<file path="src/scsp_pkg.sv">
// package: constants and types of the serial command and status port
package scsp_pkg;
    localparam int unsigned FRAME_BITS = 16;
    localparam logic [3:0] CNT_RST = 4'h0;
    localparam logic [3:0] CNT_LAST = 4'hf;
    // register addresses within a bank
    localparam logic [2:0] ADDR_STAT_READ = 3'h0;
    localparam logic [2:0] ADDR_FAULT = 3'h1;
    localparam logic [2:0] ADDR_GEN_CFG = 3'h6;
    localparam logic [2:0] ADDR_DIAG = 3'h7;
    // reset values
    localparam logic [9:0] CFG_RST = 10'h000;
    localparam logic [3:0] SOA_RST = 4'h0;
    // synchroniser vector bit positions
    localparam int unsigned SY_SCLK = 0;
    localparam int unsigned SY_CS = 1;
    localparam int unsigned SY_SDI = 2;
    localparam int unsigned SY_RPIN = 3;
    localparam int unsigned SY_HOT = 4;
    localparam int unsigned SY_NM = 5;
    localparam int unsigned SY_ON0 = 6;
    localparam logic [7:0] SYNC_RST = 8'h02;

    // one received or returned 16-bit frame
    typedef struct packed {
        logic wd_toggle;
        logic parity;
        logic bank;
        logic [2:0] addr;
        logic [9:0] payload;
    } scsp_frame_t;

    // sixteen payload slots indexed by {bank, addr}
    typedef logic [15:0][9:0] scsp_cfg_t;

    typedef enum logic [0:0] {
        SCSP_IDLE = 1'b0,
        SCSP_SHIFT = 1'b1
    } scsp_state_t;
endpackage

</file>
<file path="src/scsp_port.sv">
// serial command and status port of a dual-channel high-side switch
// Operation
// - frames travel msb first, bit 15 down to bit 0, in and out
// - serial traffic has effect only while the reset pin is high
// - bit 14 gives even parity; every received word is checked
// - frame bit 13 selects register bank 0 or bank 1
// - frame bits 12..10 address the register within the bank
// - low ten bits are payload; status read uses them to pick a word
// - several frames may follow within one select low period
// - select rise discards transfer on bad length or parity error
// - fourteen writable input registers and sixteen readable words
// - after select falls, output bits go out msb first while input shifts
// - first output word is the one chosen by the last status read
// - select rise checks length and parity, then latches the frame
// - after latch the output floats and status is refreshed
// - input reappears on the output one 16-bit frame later
// - normal mode sets overtemp warning at bit 8 without switching off
// - warning clears only on a fault read while already cool
// - status bits 0 and 1 report each channel's live on state
`timescale 1ns/100ps
`default_nettype none
module scsp_port (
    input wire logic clk_sys,
    input wire logic rst_b,
    input wire logic active_low_reset_pin_b,
    input wire logic chip_select_low_b,
    input wire logic sclk,
    input wire logic sdi,
    input wire logic temp_above_warn,
    input wire logic normal_mode,
    input wire logic [1:0] chan_on,
    output logic sdo,
    output logic sdo_oe,
    output var scsp_pkg::scsp_cfg_t cfg_regs,
    output logic watchdog_toggle_bit,
    output logic overtemp_warning_flag,
    output logic parity_fault,
    output logic frame_latched
);
    logic [7:0] sy1_q;
    logic [7:0] sy2_q;
    logic [1:0] sy3_q;
    logic sclk_rise;
    logic sclk_fall;
    logic cs_fall;
    logic cs_rise;
    logic rpin;
    logic hot;
    logic nm;
    scsp_pkg::scsp_state_t st_q, st_d;
    scsp_pkg::scsp_frame_t shift_q, shift_d;
    scsp_pkg::scsp_frame_t out_word;
    scsp_pkg::scsp_cfg_t cfg_q, cfg_d;
    logic [3:0] cnt_q, cnt_d;
    logic [3:0] soa_q, soa_d;
    logic par_q, par_d;
    logic perr_q, perr_d;
    logic any_q, any_d;
    logic sdo_q, sdo_d;
    logic oe_q, oe_d;
    logic wdt_q, wdt_d;
    logic pf_q, pf_d;
    logic warn_q, warn_d;
    logic latch_q, latch_d;
    logic par_n;
    logic warn_clr;

    // two-flop synchronisers for every pin, third stage for edge finding
    always_ff @(posedge clk_sys or negedge rst_b) begin
        if (!rst_b) begin
            sy1_q <= scsp_pkg::SYNC_RST;
            sy2_q <= scsp_pkg::SYNC_RST;
            sy3_q <= scsp_pkg::SYNC_RST[1:0];
        end else begin
            sy1_q <= {chan_on, normal_mode, temp_above_warn, active_low_reset_pin_b,
                      sdi, chip_select_low_b, sclk};
            sy2_q <= sy1_q;
            sy3_q <= sy2_q[1:0];
        end
    end

    // edges and levels seen by the port logic
    assign sclk_rise = sy2_q[scsp_pkg::SY_SCLK] & ~sy3_q[scsp_pkg::SY_SCLK];
    assign sclk_fall = ~sy2_q[scsp_pkg::SY_SCLK] & sy3_q[scsp_pkg::SY_SCLK];
    assign cs_fall = ~sy2_q[scsp_pkg::SY_CS] & sy3_q[scsp_pkg::SY_CS];
    assign cs_rise = sy2_q[scsp_pkg::SY_CS] & ~sy3_q[scsp_pkg::SY_CS];
    assign rpin = sy2_q[scsp_pkg::SY_RPIN];
    assign hot = sy2_q[scsp_pkg::SY_HOT];
    assign nm = sy2_q[scsp_pkg::SY_NM];

    // returned word chosen by the last status read command
    always_comb begin
        out_word.wd_toggle = wdt_q;
        out_word.parity = pf_q;
        {out_word.bank, out_word.addr} = soa_q;
        out_word.payload = {nm, 9'h000};
        unique case (soa_q[2:0])
            scsp_pkg::ADDR_STAT_READ: out_word.payload[1:0] = sy2_q[7:6];
            scsp_pkg::ADDR_FAULT: out_word.payload[8] = warn_q;
            scsp_pkg::ADDR_DIAG: out_word.payload[8:0] = 9'h000;
            scsp_pkg::ADDR_GEN_CFG: out_word.payload[8:0] = cfg_q[{1'b0, soa_q[2:0]}][8:0];
            default: out_word.payload[8:0] = cfg_q[soa_q][8:0];
        endcase
    end

    // next state of the serial engine and the register file
    always_comb begin
        st_d = st_q;
        shift_d = shift_q;
        cnt_d = cnt_q;
        par_d = par_q;
        perr_d = perr_q;
        any_d = any_q;
        sdo_d = sdo_q;
        oe_d = oe_q;
        cfg_d = cfg_q;
        soa_d = soa_q;
        wdt_d = wdt_q;
        pf_d = pf_q;
        latch_d = 1'b0;
        warn_clr = 1'b0;
        par_n = par_q ^ sy2_q[scsp_pkg::SY_SDI];
        if (!rpin) begin
            // reset pin low: port idle, registers back to reset values
            st_d = scsp_pkg::SCSP_IDLE;
            oe_d = 1'b0;
            cfg_d = {16{scsp_pkg::CFG_RST}};
            soa_d = scsp_pkg::SOA_RST;
            wdt_d = 1'b0;
        end else begin
            unique case (st_q)
                scsp_pkg::SCSP_IDLE: begin
                    if (cs_fall) begin
                        st_d = scsp_pkg::SCSP_SHIFT;
                        shift_d = out_word;
                        sdo_d = out_word.wd_toggle;
                        oe_d = 1'b1;
                        cnt_d = scsp_pkg::CNT_RST;
                        par_d = 1'b0;
                        perr_d = 1'b0;
                        any_d = 1'b0;
                        warn_clr = (soa_q[2:0] == scsp_pkg::ADDR_FAULT) && !hot;
                    end
                end
                scsp_pkg::SCSP_SHIFT: begin
                    if (cs_rise) begin
                        st_d = scsp_pkg::SCSP_IDLE;
                        oe_d = 1'b0;
                        pf_d = perr_q;
                        if (any_q && cnt_q == scsp_pkg::CNT_RST && !perr_q) begin
                            latch_d = 1'b1;
                            wdt_d = shift_q.wd_toggle;
                            if (shift_q.addr == scsp_pkg::ADDR_STAT_READ) begin
                                soa_d = {shift_q.bank, shift_q.payload[2:0]};
                            end else begin
                                cfg_d[{shift_q.bank, shift_q.addr}] = shift_q.payload;
                            end
                        end
                    end else begin
                        if (sclk_rise) begin
                            // sample on rising edge; old msb leaves, new bit enters lsb
                            shift_d = {shift_q[14:0], sy2_q[scsp_pkg::SY_SDI]};
                            cnt_d = cnt_q + 4'h1;
                            any_d = 1'b1;
                            if (cnt_q == scsp_pkg::CNT_LAST) begin
                                par_d = 1'b0;
                                perr_d = perr_q | par_n;
                            end else begin
                                par_d = par_n;
                            end
                        end
                        if (sclk_fall) begin
                            sdo_d = shift_q[15];
                        end
                    end
                end
            endcase
        end
        // set wins over clear
        warn_d = (warn_q & ~warn_clr) | (hot & nm);
    end

    // register stage of the serial engine
    always_ff @(posedge clk_sys or negedge rst_b) begin
        if (!rst_b) begin
            st_q <= scsp_pkg::SCSP_IDLE;
            shift_q <= '0;
            cnt_q <= scsp_pkg::CNT_RST;
            par_q <= 1'b0;
            perr_q <= 1'b0;
            any_q <= 1'b0;
            sdo_q <= 1'b0;
            oe_q <= 1'b0;
            cfg_q <= {16{scsp_pkg::CFG_RST}};
            soa_q <= scsp_pkg::SOA_RST;
            wdt_q <= 1'b0;
            pf_q <= 1'b0;
            warn_q <= 1'b0;
            latch_q <= 1'b0;
        end else begin
            st_q <= st_d;
            shift_q <= shift_d;
            cnt_q <= cnt_d;
            par_q <= par_d;
            perr_q <= perr_d;
            any_q <= any_d;
            sdo_q <= sdo_d;
            oe_q <= oe_d;
            cfg_q <= cfg_d;
            soa_q <= soa_d;
            wdt_q <= wdt_d;
            pf_q <= pf_d;
            warn_q <= warn_d;
            latch_q <= latch_d;
        end
    end

    // outputs straight from flops
    assign sdo = sdo_q;
    assign sdo_oe = oe_q;
    assign cfg_regs = cfg_q;
    assign watchdog_toggle_bit = wdt_q;
    assign overtemp_warning_flag = warn_q;
    assign parity_fault = pf_q;
    assign frame_latched = latch_q;
endmodule // scsp_port
`default_nettype wire

</file>
<file path="config.mk">
export PLATFORM = sky130hd
export DESIGN_NAME = scsp_port
export DESIGN_NICKNAME = d
export VERILOG_FILES = /design/src/scsp_pkg.sv /design/src/scsp_port.sv
export SDC_FILE = /design/constraint.sdc
export NUM_CORES = 1
export LEC_CHECK = 0
export ABC_AREA = 1
export BUFFER_PORTS_ARGS = -buffer_cell sky130_fd_sc_hd__buf_2
export CAP_MARGIN = 20
export CORE_MARGIN = 1
export CORE_UTILIZATION = 48
export DETAILED_ROUTE_END_ITERATION = 12
export GPL_TIMING_DRIVEN = 0
export PLACE_DENSITY_LB_ADDON = 0.12
export SLEW_MARGIN = 10
export SYNTH_ARGS = -nofsm -noshare
export SYNTH_HDL_FRONTEND = slang
export SYNTH_SLANG_ARGS = --single-unit
</file>
<file path="constraint.sdc">
create_clock -name clk_sys -period 2 [get_ports clk_sys]
set_input_delay 0.3 -clock clk_sys [delete_from_list [all_inputs] [get_ports clk_sys]]
set_output_delay 0.3 -clock clk_sys [all_outputs]
set_load 0.005 [all_outputs]
</file>
---- Word-level counts from Yosys, hierarchy flattened ----
Cells that the tools add are included.
cells by class
  add/sub/neg operators ................... 1
  equality and inequality tests ........... 16
  bitwise operators ....................... 15
  $lt $le $gt $ge ......................... 4
  multiplexer cells ....................... 63
  reduce and logical (&&, ||, !) cells .... 20
operators with widths
  kind                number
  $mux 160            5
  $bwmux 160          1
  $mux 16             3
  $bmux 10 s4         1
  $demux 10 s4        1
  $mux 4              8
  $pmux 16 s2         1
  $bmux 10 s3         1
  $mux 1              29
  $mux 9              2
  $reduce_and 4->1    4
  $pmux 1 s2          6
  $pmux 6 s2          1
  $lt 4x5->1 const B  2
  $mux 10             1
  $ne 2x1->1 const B  5
  $ne 2x2->1 const B  5
  $pmux 4 s2          1
  $and 1x1->1         6
  $eq 3x3->1 const B  2
  $logic_not 3->1     2
  $ne 3x3->1 const B  2
  $not 1->1           6
  $pmux 2 s3          1
  other kinds (16)    23
storage, ports and cells
  input port bits ......................... 10
  flip-flop bits (word level) ............. 212
  logic and storage cells ................. 155

---- Depth between registers and ports, before layout ----
  depth after elaboration ................. 10
  depth in mapped cells ................... 11
  depth with buffers taken out ............ 11

---- Worst setup path after synthesis ----
No wires, ideal clock.
  path type ............................... flip-flop to flip-flop
  from .................................... register cnt_q[0]
  to ...................................... register cfg_q, in the netlist cfg_regs[118]
  slack ................................... 0.347 ns
  clock period less this slack ............ 1.653 ns
  buffers on the path ..................... 2
  data required time ...................... 1.867 ns
  cell stages (with the launch flop) ...... 10
  arrival ................................. 1.520 ns
  path through ............................ dfrtp_1 > inv_1 > ha_1 > nand4_1 > nor3_4 > buf_6 > nand2_1 > buf_2 > nand3_1 > o21ai_0
between the ends
  word-level cells in the longest chain between the ends .. 5
RTL lines
  what                               line              source
  start: declaration                 scsp_port.sv:54   logic [3:0] cnt_q, cnt_d;
  start signal: assignment           scsp_port.sv:188  cnt_q <= scsp_pkg::CNT_RST;
  start signal: assignment           scsp_port.sv:203  cnt_q <= cnt_d;
  $logic_not 4->1                    scsp_port.sv:150  if (any_q && cnt_q == scsp_pkg::CNT_RST && !perr_q) begin
  $logic_and 1x1->1 (2 in a row)     scsp_port.sv:150
  $ne 2x1->1 (no source line)        n/a
  $reduce_and 4->1 (no source line)  n/a
  end signal: assignment             scsp_port.sv:194  cfg_q <= {16{scsp_pkg::CFG_RST}};
  end signal: assignment             scsp_port.sv:209  cfg_q <= cfg_d;
  end: declaration                   scsp_port.sv:53   scsp_pkg::scsp_cfg_t cfg_q, cfg_d;
Every way passes these cells.
A chain may end at the register's enable or synchronous reset.

---- Worst setup path after layout ----
  from .................................... register cnt_q[0]
  to ...................................... register cfg_q, in the netlist cfg_regs[123]
The elaborated chain is that of the path after synthesis.

==> results_dict.tcl <==
set metrics [dict create \
    layout_worst_path_cycle_share_pct 97.8 \
    power.density_nw_per_um2 843 \
    diodes 0 \
    detail_route.first_pass.iterations 5 \
    yosys.area.top_type_share_pct 56.0 \
    max-cap-violations 0 \
    place_congestion 0.945 \
    worstHoldEndpoint "sy2_q[5]$_DFF_PN0_" \
    rsz_0062_raised_after_global_routing "true" \
    max_freq_mhz 511 \
    timing_worst_slew_pin_value_ps 810 \
    internal_reg_to_reg_setup_slack_ps 40 \
    period_needed_ps 1960 \
    final-hold-violation-count 0 \
    floorplan_core_area_um2 18900 \
    ir_drop_worst_case_vdd_uv 686 \
    timing.critical_path.cells "inv_1, ha_1, nand4_1, nor3_4, nand2_1, buf_2, nand3_1, o21ai_0" \
    worst_hold_path.num_cells 0 \
    clock_sinks 212 \
    finalWirelength_mm 32.9 \
    via_per_inst 5.60 \
    worst-path-max-fanout 10 \
    critical_path.startpoint_type "register" \
    drive_gt1_share_pct 21.8 \
    hp-class "reg2reg" \
    via_count_of_the_first_global_routing_pass 8265 \
    r2r_end "cfg_regs[123]$_DFFE_PN0P_" \
    max-clock-path-buffers 3 \
    average_routed_wire_per_standard_cell_um 20.7 \
    io_buffers 175 \
    outcome "finished clean" \
    layout-area-overhead-vs-synth_pct 24.8 \
    async_reset_ff_share_pct 100 \
    worst_path_largest_cell_delay_ps 390 \
    leak_pwr_nw 6.07 \
    postLayoutCellArea_um2 11700 \
    netlist_area_pre_place_um2 9340 \
    post-route-drc-count 0 \
    initial_utilization_pct 49.5 \
    crit_required_ps 2380 \
    synthFlopType "sky130_fd_sc_hd__dfrtp_1" \
    syn_area_per_cell_um2 8.49 \
    ys_seq_elements 212 \
    pin_count_of_the_biggest_net_entering_global_routing 109 \
    final_cells 1588 \
    global_route.usage.total_pct 33.3 \
    cts_tree "yes" \
    die_h_um 142 \
    timing.setup.critical_path_class "reg2reg" \
    number_of_nets_with_antenna_violations_after_detailed_routing 0 \
    place.detailed.instances 1536 \
    clk_root_buffer_cell "sky130_fd_sc_hd__clkbuf_16" \
    layout.nets 1323 \
    setup_tns_ps 0 \
    setup_viol_count_final 0 \
    worstSetupEndpointType "register" \
    min-delay-start "sy1_q[5]$_DFF_PN0_" \
    worst_path_dominant_cell_family "simple AND/OR/NAND/NOR gates" \
    clock_latency_ps 520 \
    synth.net_count 1112 \
    dr.first_iter.drc_count 805 \
    cts.reportedPaths.clkPinSlew_ps 60 \
    chipWidth_um 142 \
    cts-buffers-inserted 23 \
    synth.most_common_cell "sky130_fd_sc_hd__nand2_1" \
    top_cells_by_area_synth "sky130_fd_sc_hd__dfrtp_1 56%, sky130_fd_sc_hd__nand2_1 11%, sky130_fd_sc_hd__nand3_1 9.4%" \
    top_level_port_count 176 \
    synth_warnings 0 \
    die_area_um2 20000 \
    row_count 50 \
    final_util_pct 61.7 \
    yosysUniqueCellTypes 30 \
    grt_pass1_wl_mm 49.8 \
    rr_startpoint "cnt_q[0]$_DFFE_PN0P_" \
    grt_overflow_total 0 \
    detailed_place.area_um2 10600 \
    num_vias 8885 \
    htree_num_levels 1 \
    synth.largest_area_cell "sky130_fd_sc_hd__dfrtp_1" \
    maxSlewHeadroom_pct 46.0 \
    hpwl_mm 23.8 \
    initial_antenna_violation_count 0 \
    slew_violations 0 \
    critical_path_buf_inv_count 2 \
    post_synth_inst_count 1100 \
    critPathSlowestCell "sky130_fd_sc_hd__dfrtp_1" \
    yosysSeqAreaShare_pct 56.8 \
    crit_arrival_ps 2330 \
    post_synth_most_frequent_cells "279 x sky130_fd_sc_hd__nand2_1, 209 x sky130_fd_sc_hd__dfrtp_1, 176 x sky130_fd_sc_hd__nand3_1" \
    synth_edf_count 0 \
    r2r_cells 8 \
    worst_clock_skew_ps 18.6 \
]
==> worst max-delay path by stage <==
stage	start	end	slack [ps]	cells after the start
global placement	rst_b	cfg_regs[55]$_DFFE_PN0P_	-2970	1
global route	cnt_q[0]$_DFFE_PN0P_	cfg_regs[35]$_DFFE_PN0P_	-110	8
detailed placement	soa_q[0]$_DFFE_PN0P_	shift_q[3]$_DFFE_PN0P_	-120	9
floorplan	cnt_q[0]$_DFFE_PN0P_	cfg_regs[118]$_DFFE_PN0P_	350	9
finish	cnt_q[0]$_DFFE_PN0P_	cfg_regs[123]$_DFFE_PN0P_	40	8
CTS	cnt_q[0]$_DFFE_PN0P_	cfg_regs[150]$_DFFE_PN0P_	-20	8
==> repair_timing <==
action	4_1_cts	5_1_grt
pin swaps	2	1
endpoints found under the setup margin	74	144
hold endpoints to repair	112	0
gates cloned	0	1
gates resized for setup	15	71
setup buffers	1	1
hold buffers	9	0
==> worst reg2reg max path, delay by kind of cell, from the launching register on <==
kind,cells,cell delay (ps)
buf+inv,2,360
compound gates,1,90
simple gates,4,810
flops,1,390
fa+ha+maj,1,160
==> flip-flops by register name, indices dropped and copies added (netlist names) <==
name / count
any_q: 1
cfg_regs: 160
cnt_q: 4
frame_latched: 1
overtemp_warning_flag: 1
par_q: 1
parity_fault: 1
perr_q: 1
sdo: 1
sdo_oe: 1
shift_q: 16
soa_q: 4
st_q: 1
sy1_q: 8
sy2_q: 8
sy3_q: 2
watchdog_toggle_bit: 1
==> per-stage QoR <==
| stage | power [W] | setup WS [ps] | hold slack (ps) |
|---|---|---|---|
| 2_1_floorplan | 0.00487 | 347 | 4.41 |
| 3_3_place_gp | 0.00516 | -2970 | 332 |
| 3_5_place_dp | 0.00518 | -116 | 335 |
| 4_1_cts | 0.00983 | -21.1 | 347 |
| 5_1_grt | 0.0101 | -114 | 353 |
| 6_report | 0.00983 | 44.5 | 346 |
==> where the power goes <==
part / leakage [nW] / internal, W / switching [W]
Clock: 0.409 / 0.00292 / 0.00177
Sequential: 2.89 / 0.00440 / 0.0000842
Combinational: 2.77 / 0.000168 / 0.000489
Total: 6.07 / 0.00749 / 0.00234
==> cell families after synthesis <==
logic type	count (synthesis)	share of synthesized area, %
and+or+nand+nor	493	22.6
xor gates and xnor gates	3	0.281
DFF	212	56.8
adders and majority gates	2	0.268
buffers and inverters	193	8.20
AOI/OAI and AO/OA	197	11.8
==> metal layers <==
| layer | vias to the layer above | track usage (%) | part of all wire [%] |
|---|---|---|---|
| met5 | - | 0 | 0 |
| met1 | 4300 | 46.8 | 42 |
| met2 | 435 | 52.3 | 46 |
| met4 | 0 | 12.4 | 3.7 |
| met3 | 76 | 5.37 | 8.3 |
| li1 | 4074 | - | - |
==> layout make-up <==
class,count,area [um2]
Buffer,69,359
Clock buffer,32,649
Clock inverter,10,183
Fill cell,1742,7240
Inverter,122,458
Multi-Input combinational cell,695,3350
Sequential cell,212,5310
Tap cell,260,325
Timing Repair Buffer,188,1030
==> placed cells by master, fill, tap and decap left out, types with 2 or more instances in the layout <==
cell                              n
sky130_fd_sc_hd__a21oi_1         24
sky130_fd_sc_hd__a22oi_1          2
sky130_fd_sc_hd__buf_1           10
sky130_fd_sc_hd__buf_2          188
sky130_fd_sc_hd__buf_4            7
sky130_fd_sc_hd__buf_6            4
sky130_fd_sc_hd__bufinv_16        5
sky130_fd_sc_hd__clkbuf_1        18
sky130_fd_sc_hd__clkbuf_16       23
sky130_fd_sc_hd__clkbuf_2        21
sky130_fd_sc_hd__clkbuf_4         3
sky130_fd_sc_hd__clkbuf_8         4
sky130_fd_sc_hd__clkinv_2         3
sky130_fd_sc_hd__dfrtp_1        208
sky130_fd_sc_hd__dfstp_2          3
sky130_fd_sc_hd__dlygate4sd3_1    9
sky130_fd_sc_hd__ha_1             2
sky130_fd_sc_hd__inv_1          121
sky130_fd_sc_hd__nand2_1        266
sky130_fd_sc_hd__nand2_2         12
sky130_fd_sc_hd__nand2_4          2
sky130_fd_sc_hd__nand3_1        176
sky130_fd_sc_hd__nand4_1          3
sky130_fd_sc_hd__nor2_1          26
sky130_fd_sc_hd__nor2_2           2
sky130_fd_sc_hd__o211ai_1         4
sky130_fd_sc_hd__o21ai_0         69
sky130_fd_sc_hd__o21ai_1         16
sky130_fd_sc_hd__o22ai_1         76
sky130_fd_sc_hd__o31ai_1          2
sky130_fd_sc_hd__xor2_1           2
Note: power is estimated with default switching activity, not from simulation.
